### src/design/ctbp_defs.svh
// Offsets, field positions, reset values and widths of the buffer-pair transmit control block
`ifndef CTBP_DEFS_SVH
`define CTBP_DEFS_SVH

`define CTBP_ADDR_W 4
`define CTBP_DATA_W 16
`define CTBP_NUM_PAIRS 4
`define CTBP_NUM_BUFS 8

// Register offsets (word index on the plain register port)
`define CTBP_OFF_CTRL0 4'h0
`define CTBP_OFF_CTRL1 4'h1
`define CTBP_OFF_CTRL2 4'h2
`define CTBP_OFF_CTRL3 4'h3
`define CTBP_OFF_IRQ_STAT 4'h4
`define CTBP_OFF_IRQ_EN 4'h5
`define CTBP_OFF_IRQ_CLR 4'h6

// Field positions inside one buffer byte; the high byte repeats them
`define CTBP_BIT_DIR 7
`define CTBP_BIT_ABORTED 6
`define CTBP_BIT_ARB_LOST 5
`define CTBP_BIT_BUS_ERR 4
`define CTBP_BIT_SEND_REQ 3
`define CTBP_BIT_RTR_EN 2
`define CTBP_BIT_PRI_HI 1
`define CTBP_BIT_PRI_LO 0

// Interrupt status layout: done bits low byte, aborted bits high byte
`define CTBP_IRQ_DONE_LSB 0
`define CTBP_IRQ_ABORT_LSB 8

// Reset values
`define CTBP_CTRL_RST 16'h0000
`define CTBP_IRQ_STAT_RST 16'h0000
`define CTBP_IRQ_EN_RST 16'h0000
`define CTBP_RDATA_RST 16'h0000

`endif

### src/design/ctbp_pkg.sv
// Types shared by the buffer-pair transmit control block
package ctbp_pkg;

  // One buffer's control byte, in register bit order 7..0
  typedef struct packed {
    logic dir;
    logic aborted;
    logic arb_lost;
    logic bus_err;
    logic send_req;
    logic rtr_en;
    logic [1:0] pri;
  } ctbp_buf_ctrl_s;

  // Outcome pulses from the protocol engine, one bit per buffer
  typedef struct packed {
    logic [7:0] done;
    logic [7:0] aborted;
    logic [7:0] arb_lost;
    logic [7:0] bus_err;
  } ctbp_engine_ev_s;

  // Settings handed to the protocol engine, one entry per buffer
  typedef struct packed {
    logic [7:0] send_req;
    logic [7:0] dir;
    logic [7:0] rtr_en;
    logic [15:0] pri;
  } ctbp_engine_cfg_s;

endpackage

### src/design/ctbp_top.sv
// Buffer-pair transmit control registers with outcome flags and interrupt
`timescale 1ns/1ps
`include "ctbp_defs.svh"

module ctbp_top
  import ctbp_pkg::*;
(
  input wire logic clk,
  input wire logic sys_rst,
  input wire logic [`CTBP_ADDR_W-1:0] reg_addr,
  input wire logic [`CTBP_DATA_W-1:0] reg_wdata,
  input wire logic reg_wr,
  input wire logic reg_rd,
  output logic [`CTBP_DATA_W-1:0] reg_rdata,
  input wire ctbp_engine_ev_s eng_ev,
  output ctbp_engine_cfg_s eng_cfg,
  output logic irq
);

  localparam int NB = `CTBP_NUM_BUFS;
  localparam int NP = `CTBP_NUM_PAIRS;

  // Next state of one buffer's control byte
  function automatic ctbp_buf_ctrl_s buf_next(
    input ctbp_buf_ctrl_s cur,
    input logic wr,
    input logic [7:0] wb,
    input logic done,
    input logic eng_abort,
    input logic lost,
    input logic err
  );
    ctbp_buf_ctrl_s n;
    logic sw_set;
    logic sw_abort;
    logic tx;
    n = cur;
    tx = cur.dir;
    sw_set = wr & wb[`CTBP_BIT_SEND_REQ] & ~cur.send_req;
    sw_abort = wr & ~wb[`CTBP_BIT_SEND_REQ] & cur.send_req & tx & ~done;
    if (wr) begin
      // Outcome flags are read-only; the written bits are ignored, but a new send request clears them
      n.dir = wb[`CTBP_BIT_DIR];
      n.send_req = wb[`CTBP_BIT_SEND_REQ];
      n.rtr_en = wb[`CTBP_BIT_RTR_EN];
      n.pri = wb[`CTBP_BIT_PRI_HI:`CTBP_BIT_PRI_LO];
    end
    if (sw_set) begin
      n.aborted = 1'b0;
      n.arb_lost = 1'b0;
      n.bus_err = 1'b0;
    end
    // A software write in the same cycle wins the request bit: a fresh queueing is not lost
    if (done && tx && !wr) begin
      n.send_req = 1'b0;
    end
    if (done && tx) begin
      n.aborted = 1'b0;
    end
    // Hardware sets come last so an event beats a same-cycle clear
    if ((eng_abort && tx && cur.send_req) || sw_abort) begin
      n.aborted = 1'b1;
    end
    if (eng_abort && tx && !wr) begin
      n.send_req = 1'b0;
    end
    if (lost && tx) begin
      n.arb_lost = 1'b1;
    end
    if (err && tx) begin
      n.bus_err = 1'b1;
    end
    return n;
  endfunction

  // Only control and status live here; message words are fetched by the engine from shared memory
  ctbp_buf_ctrl_s buf_q [NB];
  ctbp_buf_ctrl_s buf_d [NB];
  logic [`CTBP_DATA_W-1:0] irq_stat_q;
  logic [`CTBP_DATA_W-1:0] irq_stat_d;
  logic [`CTBP_DATA_W-1:0] irq_en_q;
  logic [`CTBP_DATA_W-1:0] rdata_q;
  logic [`CTBP_DATA_W-1:0] rdata_d;
  logic irq_q;
  logic [NP-1:0] ctrl_wr;
  logic [`CTBP_DATA_W-1:0] ctrl_word [NP];
  logic [NB-1:0] done_set;
  logic [NB-1:0] abort_set;
  logic [`CTBP_DATA_W-1:0] irq_clr;
  logic [`CTBP_DATA_W-1:0] irq_set;
  logic wr_en;
  logic wr_clr;

  assign wr_en = reg_wr & (reg_addr == `CTBP_OFF_IRQ_EN);
  assign wr_clr = reg_wr & (reg_addr == `CTBP_OFF_IRQ_CLR);
  assign irq_clr = wr_clr ? reg_wdata : `CTBP_DATA_W'(0);

  genvar gp;
  generate
    for (gp = 0; gp < NP; gp++) begin : g_pair
      assign ctrl_wr[gp] = reg_wr & (reg_addr == (`CTBP_OFF_CTRL0 + 4'(gp)));
      // Even buffer in the low byte, odd buffer in the high byte
      assign ctrl_word[gp] = {buf_q[2*gp+1], buf_q[2*gp]};
    end
  endgenerate

  genvar gb;
  generate
    for (gb = 0; gb < NB; gb++) begin : g_buf
      // Same byte layout for both halves of a control word
      assign buf_d[gb] = buf_next(buf_q[gb], ctrl_wr[gb/2], reg_wdata[8*(gb%2) +: 8],
                                  eng_ev.done[gb], eng_ev.aborted[gb],
                                  eng_ev.arb_lost[gb], eng_ev.bus_err[gb]);
      assign done_set[gb] = eng_ev.done[gb] & buf_q[gb].dir;
      assign abort_set[gb] = ~buf_q[gb].aborted & buf_d[gb].aborted;
      assign eng_cfg.send_req[gb] = buf_q[gb].send_req;
      assign eng_cfg.dir[gb] = buf_q[gb].dir;
      assign eng_cfg.rtr_en[gb] = buf_q[gb].rtr_en;
      assign eng_cfg.pri[2*gb +: 2] = buf_q[gb].pri;

      always_ff @(posedge clk) begin
        if (sys_rst) begin
          buf_q[gb] <= ctbp_buf_ctrl_s'(8'h00);
        end else begin
          buf_q[gb] <= buf_d[gb];
        end
      end
    end
  endgenerate

  // Sticky status: a new event in the clearing cycle survives the clear
  assign irq_set = {abort_set, done_set};
  assign irq_stat_d = (irq_stat_q & ~irq_clr) | irq_set;

  // Read selection; unmapped offsets and the write-only clear read as zero
  assign rdata_d = !reg_rd ? `CTBP_RDATA_RST :
                   (reg_addr == `CTBP_OFF_CTRL0) ? ctrl_word[0] :
                   (reg_addr == `CTBP_OFF_CTRL1) ? ctrl_word[1] :
                   (reg_addr == `CTBP_OFF_CTRL2) ? ctrl_word[2] :
                   (reg_addr == `CTBP_OFF_CTRL3) ? ctrl_word[3] :
                   (reg_addr == `CTBP_OFF_IRQ_STAT) ? irq_stat_q :
                   (reg_addr == `CTBP_OFF_IRQ_EN) ? irq_en_q :
                   `CTBP_RDATA_RST;

  always_ff @(posedge clk) begin
    if (sys_rst) begin
      irq_stat_q <= `CTBP_IRQ_STAT_RST;
      irq_en_q <= `CTBP_IRQ_EN_RST;
      rdata_q <= `CTBP_RDATA_RST;
      irq_q <= 1'b0;
    end else begin
      irq_stat_q <= irq_stat_d;
      if (wr_en) begin
        irq_en_q <= reg_wdata;
      end
      rdata_q <= rdata_d;
      // Registered to keep the output glitch-free; built from the next status so it rises with the status bit
      irq_q <= |(irq_stat_d & irq_en_q);
    end
  end

  assign reg_rdata = rdata_q;
  assign irq = irq_q;

endmodule // ctbp_top

### config.mk
export PLATFORM = sky130hd
export DESIGN_NAME = ctbp_top
export DESIGN_NICKNAME = d
export VERILOG_FILES = /design/src/design/ctbp_pkg.sv /design/src/design/ctbp_top.sv
export VERILOG_INCLUDE_DIRS = /design/src /design/src/design
export SDC_FILE = /design/constraint.sdc
export NUM_CORES = 1
export LEC_CHECK = 0
export BUFFER_PORTS_ARGS = -buffer_cell sky130_fd_sc_hd__buf_2
export CORE_MARGIN = 4
export CORE_UTILIZATION = 40
export DETAILED_ROUTE_END_ITERATION = 8
export PLACE_DENSITY = 0.67
export SKIP_CTS_REPAIR_TIMING = 1
export SLEW_MARGIN = 0
export SYNTH_ARGS = -nofsm -noshare
export SYNTH_HDL_FRONTEND = slang
export SYNTH_SLANG_ARGS = --single-unit
### constraint.sdc
create_clock -name clk -period 2 [get_ports clk]
set_input_delay 0.4 -clock clk [delete_from_list [all_inputs] [get_ports clk]]
set_output_delay 0.4 -clock clk [all_outputs]
set_load 0.01 [all_outputs]
Word level (Yosys, flattened, before mapping)
Memories as Yosys holds them, arrays and structs flattened.
Index checks and enable logic that the tools add are counted.
{"block": "word_totals", "wordCells": 281, "regBits": 49, "inputBits": 56, "ram_bits": 64, "memories": 1, "output_inout_bits": 57}
{"block": "classes", "bitwise": 109, "n_mux": 90, "n_reduce_logical": 71, "eq_ne": 6}
{"memory": "buf_q", "depth": 8, "word_bits": 8, "rd": 8, "rd_ports_with_merged_regs": 0, "wr": 8, "line": "ctbp_top.sv:77", "source": "ctbp_buf_ctrl_s buf_q [NB];"}
{"op": "$mux 16", "n": 7}
{"op": "$and 1x1->1", "n": 70}
{"op": "$mux 8", "n": 8}
{"op": "$mux 1", "n": 59}
{"op": "$logic_and 1x1->1", "n": 56}
{"op": "$and 16x16->16", "n": 2}
{"op": "$mux 4", "n": 8}
{"op": "$not 1->1", "n": 27}
{"op": "$mux 3", "n": 8}
{"op": "$not 16->16", "n": 1}
{"op": "$or 16x16->16", "n": 1}
{"op": "$reduce_or 16->1", "n": 1}
{"op": "$eq 4x3->1 const B", "n": 3}
{"op": "$eq 4x2->1 const B", "n": 2}
{"op": "$logic_or 1x1->1", "n": 8}
{"op": "$or 1x1->1", "n": 8}
{"op": "$eq 4x1->1 const B", "n": 1}
{"op": "$logic_not 1->1", "n": 4}
{"op": "$logic_not 4->1", "n": 1}
{"op": "$reduce_or 2->1", "n": 1}

Depth between registers and ports, before layout
Gate-level depths: netlist of the first run.
{"block": "depth", "ltp_word": 12, "depth_mapped": 8, "depth_no_buf": 6}

Least setup slack after synthesis of the first run
No wires, ideal clock.
{"block": "synth_path", "kind": "input port to flip-flop", "start": "in reg_addr[3]", "end": "reg irq_q (netlist: irq)", "required_ps": 1869, "cell_stages": 7, "arrival_time_ps": 1936, "setup_time_ps": 131, "n_path_buf": 1, "path_slack_ps": -68, "cell_sequence": "buf_6 > and4bb_2 > a31oi_1 > or4_1 > nor4b_2 > o2111a_1 > a31oi_1"}
{"block": "synth_via", "elab_chain_cells": 12, "elab_cells_between_ends": 104, "classes_between": "eq/ne: 4; mux: 25; bitwise: 65; reduce/logical: 10"}
{"item": "from (decl)", "line": "ctbp_top.sv:10", "source": "input wire logic [`CTBP_ADDR_W-1:0] reg_addr,"}
{"item": "$eq 4x1->1, or another cell as far along", "line": "ctbp_top.sv:101", "source": "assign ctrl_wr[gp] = reg_wr & (reg_addr == (`CTBP_OFF_CTRL0 + 4'(gp)));"}
{"item": "$and 1x1->1", "line": "ctbp_top.sv:101"}
{"item": "$and 1x1->1 (4 in a row)", "line": "ctbp_top.sv:40", "source": "sw_abort = wr & ~wb[`CTBP_BIT_SEND_REQ] & cur.send_req & tx & ~done;"}
{"item": "$logic_or 1x1->1", "line": "ctbp_top.sv:61", "source": "if ((eng_abort && tx && cur.send_req) || sw_abort) begin"}
{"item": "$mux 1", "line": "ctbp_top.sv:61"}
{"item": "$and 1x1->1", "line": "ctbp_top.sv:115", "source": "assign abort_set[gb] = ~buf_q[gb].aborted & buf_d[gb].aborted;"}
{"item": "$or 16x16->16 (*)", "line": "ctbp_top.sv:133", "source": "assign irq_stat_d = (irq_stat_q & ~irq_clr) | irq_set;"}
{"item": "$and 16x16->16 (*)", "line": "ctbp_top.sv:158", "source": "irq_q <= |(irq_stat_d & irq_en_q);"}
{"item": "$reduce_or 16->1 (*)", "line": "ctbp_top.sv:158"}
{"item": "to (signal assigned)", "line": "ctbp_top.sv:158"}
{"item": "to (decl)", "line": "ctbp_top.sv:84", "source": "logic irq_q;"}
Mark *: on every way between the ends. The rest lies on a longest branch, timed or not.
A chain may end at the register's enable or synchronous reset.

Final worst setup path of the first run
Ends and elaborated chain as after synthesis.

==> run_results.csv, run 1 <==
group,metric,value,unit
logic_synthesis,synthAdderAreaFrac,0,%
logic_synthesis,syn_area,5130,um2
grt,grt_max_degree,98,
final_layout,nets,822,
logic_synthesis,synth_fp_nets,706,
floorplanning,ioPinCount,113,
place,gp_congestion,0.948,
critical_path,critical_path.max_fanout,9,
power,pwr-share-clk,51.8,%
drt,firstDrtPassIters,5,
logic_synthesis,synth_seq_cells,113,
timing,fin_hold_ws,249,ps
critical_path,cp_data_required_time,2330,ps
timing,period_minus_slack,1850,ps
critical_path,crit_slowest_cell,"nor4b_2",
critical_path,critical_path_class,"primary input to register",
critical_path,worstPathCellList,"buf_2, buf_4, nor4b_2, a41oi_1, nor4b_1, a2111oi_1, and4_1, a31oi_1",
floorplanning,row_count,41,
drt,routed_via_density,5.61,
grt,grt_pass1_vias,5148,
timing,relSlewSlack,43.5,%
timing,drv_slew,0,
critical_path,worstRegToRegCells,6,
power,peakVddDrop,529,uV
critical_path,end_kind,"register",
hold_path,hold_class,"primary input to register",
grt,grt_pass1_wl,28.3,mm
clock_network,root_buffer,"clkbuf_16",
clock_network,h-tree-depth,4,
power,power.switching,1.26,mW
logic_synthesis,yosysSeqAreaShare,44.1,%
timing,timing.fmax,541,MHz
drt,vias,5332,
hold_path,hold_depth,3,
critical_path,critPathMaxStageDelay,400,ps
logic_synthesis,synth_ff_type,"dfxtp_1",
grt,globalRoute.totalOverflow,0,
critical_path,r2r_start,"irq_en_q[14]",
clock_network,cts.sinks,113,
final_layout,antenna_cells,0,
clock_network,insertion_delay,410,ps
logic_synthesis,synth_edf_count,0,
clock_network,path_clk_slew,50,ps
logic_synthesis,yosys.area_share.simple,22.4,%
grt,grt.total_usage,25.1,%
place,io_buffers,112,
final_layout,layout-drive-gt1-share,26.9,%
power,seqPwrFrac,41.8,%
critical_path,rrSetupSlack,340,ps
logic_synthesis,synth_warnings,0,
timing,fin_setup_tns,0,ps
logic_synthesis,synth_top_family_by_area,"compound AO/OA/AOI/OAI gates",
critical_path,critPathArrivalTime,2180,ps
clock_network,cts_tree,"done",
drt,wl_per_cell,19.2,um
power,netSwitchingFraction,22.9,%
timing,rsz0062_at_grt,"false",
power,comb_power_share,6.4,%
run_status,status,"finished, final reports clean",
power,powerDensity,844,nW/um2
floorplanning,die_h,121,um
floorplanning,chipWidth,121,um
logic_synthesis,synth_compound_area_share,24.1,%
final_layout,area_growth,26.6,%
logic_synthesis,synth.distinct_cells,38,
hold_path,hold_start,"eng_ev[15]",
run,cap_violations,0,
timing,tightest_slew,848,ps
clock_network,cts_buffers,17,
logic_synthesis,syn_inst,650,
hold_path,hold_end,"buf_q[1][29]",
critical_path,start_kind,"primary input",
timing,clock_skew,5.79,ps
timing,setup_viol,0,
logic_synthesis,synth_xor_xnor_area_share,0,%
floorplanning,core,12600,um2
place,hpwl,14.0,mm
timing,hold_viol,0,
critical_path,r2r-end,"irq",
drt,wl,18.3,mm
logic_synthesis,syn_avg_cell_area,7.89,um2
drt,drt_iter0_markers,536,
power,leakagePower,2.54,nW
clock_network,clock_path_buffers,2,
logic_synthesis,synthMuxAreaShare,0,%
drt,drc,0,
power,p_int,4.22,mW
floorplanning,start_util,40.8,%
floorplanning,dieArea,14700,um2
logic_synthesis,ys_async_sr_fraction,0,%
timing,fin_crit_sh,92.4,%
grt,antenna_found_initial,0,
drt,ant_nets,0,
state kept, by name, summed over array words and instances, names as in the netlist:
name        flops
irq_stat_q     16
reg_rdata      16
buf_q          64
irq_en_q       16
irq             1
area by class of cell:
cell class / count / area (um2)
Fill cell: 1208 / 6070
Multi-Input combinational cell: 453 / 2400
Sequential cell: 113 / 2260
Timing Repair Buffer: 174 / 1040
Clock buffer: 25 / 495
Tap cell: 172 / 215
Clock inverter: 6 / 55.1
Inverter: 7 / 26.3
per-stage QoR:
step	utilization (%)	setup slack (ps)	instances	power [mW]	instance area (um2)
final	51.7	152	950	5.48	6500
after global routing	51.7	38.0	950	5.64	6500
after CTS	51.7	115	950	5.49	6490
after detailed placement	47.3	-331	919	2.68	5940
after global placement	47.3	-224	919	2.68	5940
after floorplan	-	-47.9	650	2.48	5130
worst max path at each step:
stage	startpoint	end	slack [ps]
after detailed placement	reg_addr[0]	irq	-330
after global routing	reg_addr[3]	irq	40
after floorplan	reg_addr[3]	irq	-50
after CTS	reg_addr[0]	irq	120
final	reg_addr[3]	irq	150
after global placement	reg_addr[0]	irq	-220
layer usage:
layer | wire length, um | global-route usage [%] | vias to the layer above
met1 | 8000 | 34.1 | 2511
met4 | 416 | 9.59 | 0
met2 | 8190 | 38.2 | 283
met5 | 0 | 0 | -
li1 | - | - | 2500
met3 | 1680 | 6.53 | 38
logic make-up (layout without fill, tap and decap cells):
kind of cell | count (synthesis) | after routing
simple gates | 256 | 256
compound gates | 197 | 197
buf+inv | 84 | 212
flops | 113 | 113
cells in the final DEF (no fill, tap or decap), types with 4 or more instances in the layout:
master     Yosys  routed
nand2_1      151     151
clkbuf_16      0      17
clkinv_2       0       5
inv_1          7       7
nand3b_1      10      10
buf_4         41      61
dfxtp_1      113     113
o21ai_0       13      13
a22oi_1       66      66
nor3_1        13      11
a31oi_1       33      33
clkbuf_1      29       4
nand2b_1       4       4
nor2_1        46      46
buf_2          4     112
nand3_1       11      11
nor2b_1        4       4
a21oi_1       74      74
clkbuf_8       0       4
Yosys cell counts (2+ instances only):
| master | count | share of area, % |
|---|---|---|
| a21oi_1 | 74 | 7.2 |
| nand3b_1 | 10 | 1.5 |
| nor2b_1 | 4 | 0.49 |
| nor4b_2 | 2 | 0.59 |
| nor2_1 | 46 | 3.4 |
| buf_2 | 4 | 0.39 |
| a31oi_1 | 33 | 4.0 |
| buf_1 | 2 | 0.15 |
| nand3_1 | 11 | 1.1 |
| nand2b_1 | 4 | 0.49 |
| dfxtp_1 | 113 | 44 |
| nand2_1 | 151 | 11 |
| a22o_1 | 3 | 0.51 |
| a22oi_1 | 66 | 9.7 |
| nor3_1 | 13 | 1.3 |
| nor4b_1 | 2 | 0.34 |
| a41oi_1 | 2 | 0.34 |
| inv_1 | 7 | 0.51 |
| o21ai_0 | 13 | 1.3 |
| and2_1 | 3 | 0.37 |
| buf_4 | 41 | 6.0 |
| clkbuf_1 | 29 | 2.1 |
| a21boi_0 | 2 | 0.29 |
worst max-delay path: cells and delay by family:
| kind | cells | cell delay, ps |
|---|---|---|
| buffers and inverters | 2 | 300 |
| AO/OA/AOI/OAI | 3 | 510 |
| AND/OR/NAND/NOR | 3 | 970 |
power by group through the flow:
| stage | sequential [mW] | combinational (mW) | clock, mW |
|---|---|---|---|
| floorplan | 2.33 | 0.153 | 0 |
| global placement | 2.34 | 0.339 | 0 |
| detailed placement | 2.34 | 0.342 | 0 |
| CTS | 2.29 | 0.343 | 2.86 |
| global route | 2.29 | 0.375 | 2.98 |
| finish | 2.29 | 0.350 | 2.84 |
No activity file was read; power rests on OpenSTA's default activity.
==> run 2: changes to the inputs <==
--- a/config.mk
+++ b/config.mk
@@ -7,6 +7,7 @@
 export NUM_CORES = 1
 export LEC_CHECK = 0
 export BUFFER_PORTS_ARGS = -buffer_cell sky130_fd_sc_hd__buf_2
+export CORE_ASPECT_RATIO = 1.2
 export CORE_MARGIN = 4
 export CORE_UTILIZATION = 40
 export DETAILED_ROUTE_END_ITERATION = 8
==> run 2 against run 1 <==
  * Global-route usage rose by 0.40 points
  * Maximum frequency fell by 0.95%
  * First-iteration DRC count fell by 20%
  * Sequential power barely moved
==> run_results.csv, run 2 (synthesis results as in run 1) <==
group,metric,value,unit
run_status,status,"finished, final reports clean",
clock_network,clock_path_buffers,2,
timing,relSlewSlack,49.6,%
timing,fin_crit_sh,93.3,%
grt,grt_pass1_vias,5356,
clock_network,cts_buffers,17,
timing,hold_viol,0,
floorplanning,dieArea,14700,um2
hold_path,hold_class,"primary input to register",
timing,period_minus_slack,1870,ps
critical_path,r2r_start,"irq_stat_q[14]",
power,power,5.29,mW
grt,grt_max_degree,98,
timing,drv_slew,0,
critical_path,end_kind,"register",
grt,grt.busiest_layer,"met2",
floorplanning,chipWidth,111,um
drt,ant_nets,0,
grt,globalRoute.totalOverflow,0,
final_layout,final_common_cell,"nand2_1",
place,gp_congestion,0.958,
timing,setup_viol,0,
place,io_buffers,112,
drt,firstDrtPassIters,5,
floorplanning,die_h,132,um
final_layout,regMostFlops,"buf_q",
critical_path,critical_path.max_fanout,8,
final_layout,layout-drive-gt1-share,26.7,%
grt,met2_usage,45.3,%
critical_path,critPathArrivalTime,2210,ps
clock_network,cts.sinks,113,
floorplanning,core,12600,um2
critical_path,start_kind,"primary input",
place,post-place-cells,911,
hold_path,hold_start,"eng_ev[14]",
power,leakagePower,2.52,nW
critical_path,cp_data_required_time,2340,ps
drt,drt_iter0_markers,427,
timing,timing.fmax,536,MHz
timing,fin_setup_tns,0,ps
floorplanning,start_util,40.7,%
grt,grt_pass1_wl,29.0,mm
drt,routed_via_density,5.67,
drt,wl_per_cell,20.0,um
power,peakVddDrop,498,uV
clock_network,h-tree-depth,4,
drt,vias,5339,
power,powerDensity,820,nW/um2
place,hpwl,14.4,mm
clock_network,root_buffer,"clkbuf_16",
final_layout,final_area,6460,um2
final_layout,largest_reg_flops,64,
place,place_area,5940,um2
clock_network,insertion_delay,420,ps
clock_network,path_clk_slew,50,ps
floorplanning,ioPinCount,113,
critical_path,crit_start,"reg_addr[3]",
timing,clock_skew,6.31,ps
final_layout,utilization,51.2,%
grt,antenna_found_initial,0,
run,cap_violations,0,
timing,tightest_slew,757,ps
drt,drc,0,
timing,rsz0062_at_grt,"false",
drt,wl,18.9,mm
floorplanning,row_count,45,
final_layout,finalNonFillerCells,942,
final_layout,antenna_cells,0,
grt,grt.total_usage,25.5,%
grt,grt_use_met3,5.83,%
final_layout,area_growth,25.9,%
critical_path,critical_path_class,"primary input to register",
grt,grt_use_met1,28.2,%
final_layout,nets,822,
final_layout,final_cell_mix,"151 x nand2_1, 113 x dfxtp_1, 112 x buf_2, 74 x a21oi_1, 66 x a22oi_1",
clock_network,cts_tree,"done",
[run 2: changes by cell type in the layout (fill, tap and decap cells not counted), sizes merged]
cell	previous run	this run
bufinv	1	0
clkbuf	25	24
clkinv	5	7
[run 2: worst paths after layout]
check,slack (ps),cells after the start,to
setup / recovery,130,9,irq
hold / removal,240,3,buf_q[1][21]
setup reg to reg,270,6,irq
hold reg to reg,460,2,buf_q[1][17]
[run 2: worst max-delay path, cell delays in order]
cell and delay (ps):
buf_2 130, buf_4 170, nor4b_4 300, buf_4 180, a31oi_1 90, nor3_1 350, a22oi_1 180, and4_1 210
a31oi_1 180
[run 2: area by class of cell]
cell class / count / area [um2]
clock buffer: 24 / 482
clock inverter: 7 / 35.0
fill: 1258 / 6150
inverter: 7 / 26.3
multi-input combinational: 453 / 2400
sequential: 113 / 2260
tap: 164 / 205
timing repair buffer: 174 / 1050
[run 2: routing by layer]
| metal | part of all wire (%) | wire length [um] | up-vias |
|---|---|---|---|
| met4 | 4.8 | 909 | 0 |
| met3 | 5.7 | 1080 | 59 |
| met2 | 51 | 9700 | 250 |
| met1 | 38 | 7170 | 2540 |
| li1 | - | - | 2490 |
| met5 | 0 | 0 | - |
[run 2: metrics by stage]
step                worst slack [ps]  hold WS (ps)
global placement                -271           458
detailed placement              -286           462
global route                    18.8           246
finish                           134           238
floorplan                      -47.9           446
CTS                              136           224
[run 2: power by group]
group	leakage (nW)	total (mW)	switching [mW]	internal (mW)
clock	0.263	2.65	0.999	1.65
combinational	1.35	0.353	0.221	0.132
sequential	0.911	2.29	0.0182	2.27
total	2.52	5.29	1.24	4.06
==> run 3: changes to the inputs <==
--- a/config.mk
+++ b/config.mk
@@ -11,7 +11,6 @@
 export CORE_MARGIN = 4
 export CORE_UTILIZATION = 40
 export DETAILED_ROUTE_END_ITERATION = 8
-export PLACE_DENSITY = 0.67
 export SKIP_CTS_REPAIR_TIMING = 1
 export SLEW_MARGIN = 0
 export SYNTH_ARGS = -nofsm -noshare
==> run 3 against run 2 <==
  * Die area is the same
  * Clock-buffer cell count grew 3
  * Wire length shrank 0.16%
  * Utilization grew 0.82 points
  * Total power grew 9.7%
  * Register-to-register slack gained 40 ps
  * Clock skew grew 1.1 ps
  * Critical path depth is the same
  * Non-clock buffer count is the same
  * Largest cell class unchanged
  * Highest routed layer unchanged
==> run_results.csv, run 3 (synthesis results as in run 1) <==
group,metric,value,unit
timing,clock_skew,7.40,ps
timing,drv_slew,0,
final_layout,regMostFlops,"buf_q",
run_status,status,"finished, final reports clean",
critical_path,critical_path.max_fanout,4,
timing,relSlewSlack,48.9,%
power,peakVddDrop,579,uV
grt,grt_max_degree,98,
final_layout,multiInputGateArea,2410,um2
place,post-place-cells,911,
hold_path,hold_depth,3,
critical_path,end_kind,"register",
final_layout,area_growth,27.9,%
clock_network,insertion_delay,420,ps
drt,firstDrtPassIters,5,
final_layout,nets,822,
clock_network,cts.sinks,113,
floorplanning,chipWidth,111,um
clock_network,root_buffer,"clkbuf_16",
run,cap_violations,0,
grt,globalRoute.totalOverflow,0,
final_layout,n_fill_cell,1250,
clock_network,cts_tree,"done",
place,gp_congestion,0.929,
final_layout,final_cell_mix,"151 x nand2_1, 113 x dfxtp_1, 112 x buf_2, 74 x a21oi_1, 66 x a22oi_1",
final_layout,final_common_cell,"nand2_1",
final_layout,final_area,6560,um2
drt,routed_via_density,5.61,
floorplanning,die_h,132,um
critical_path,critPathArrivalTime,2170,ps
timing,period_minus_slack,1890,ps
floorplanning,dieArea,14700,um2
drt,drt_iter0_markers,296,
floorplanning,row_count,45,
place,place_area,5930,um2
final_layout,antenna_cells,0,
clock_network,path_clk_slew,50,ps
critical_path,cp_data_required_time,2280,ps
critical_path,critical_path_class,"primary input to register",
drt,wl,18.8,mm
drt,wl_per_cell,20.0,um
floorplanning,core,12600,um2
power,leakagePower,2.57,nW
place,pre_cts_ws,-408,ps
timing,fin_crit_sh,94.3,%
final_layout,finalNonFillerCells,942,
clock_network,clock_path_buffers,2,
grt,grt_pass1_vias,5196,
clock_network,h-tree-depth,4,
clock_network,cts_buffers,17,
final_layout,regArea,2260,um2
timing,tightest_slew,767,ps
final_layout,layout-drive-gt1-share,26.9,%
grt,grt.total_usage,25.5,%
critical_path,start_kind,"primary input",
drt,vias,5282,
hold_path,hold_class,"primary input to register",
timing,hold_viol,0,
place,hpwl,14.2,mm
timing,setup_viol,0,
timing,rsz0062_at_grt,"false",
critical_path,worstRegToRegCells,6,
power,powerDensity,885,nW/um2
timing,layout_setup_ws,114,ps
final_layout,utilization,52.0,%
final_layout,largest_reg_flops,64,
floorplanning,ioPinCount,113,
place,io_buffers,112,
drt,ant_nets,0,
grt,antenna_found_initial,0,
timing,timing.fmax,530,MHz
grt,grt_pass1_wl,28.8,mm
drt,drc,0,
floorplanning,start_util,40.7,%
## run 3: changes by cell type in the layout (fill, tap and decap cells not counted), sizes merged
cell / before / now
bufinv: 0 / 3
clkbuf: 24 / 27
clkinv: 7 / 1
## run 3: per-stage QoR
stage               power, mW  hold WS [ps]  TNS, ps
floorplan                2.48           446    -47.9
global route             5.98           237        0
CTS                      5.83           226   -0.807
finish                   5.81           233        0
detailed placement       2.69           464     -573
global placement         2.69           457     -496
## run 3: critical path: stages
cell and delay, ps:
buf_2 130, buf_4 140, nor2b_1 160, a31oi_1 230, nor3_1 120, a2111oi_1 520, buf_4 190, and4_1 200
a31oi_1 80
## run 3: report_power, final
| part | internal (mW) | switching (mW) | leakage (nW) |
|---|---|---|---|
| logic | 0.136 | 0.224 | 1.36 |
| registers | 2.27 | 0.0177 | 0.911 |
| clock network | 2.15 | 1.01 | 0.304 |
## run 3: worst paths after layout
kind	start	to	slack [ps]
setup / recovery	reg_addr[0]	irq	110
hold / removal	eng_ev[1]	buf_q[0][12]	230
setup reg to reg	irq_en_q[14]	irq	310
hold reg to reg	buf_q[1][17]	buf_q[1][17]	470
## run 3: metal layers
layer	GRT usage [%]	vias to the layer above	share of wire, %
li1	-	2497	-
met1	29.7	2476	39
met2	42.5	255	49
met3	6.80	54	6.5
met4	14.1	0	5.1
met5	0	-	0
## run 3: cell type report
cell class / instances / area share, %
well taps: 164 / 3.13
flip-flops and latches: 113 / 34.5
repair buffers: 174 / 15.8
multi-input cells: 453 / 36.8
inverters: 7 / 0.400
clock buffers: 27 / 7.97
clock inverters: 4 / 1.45
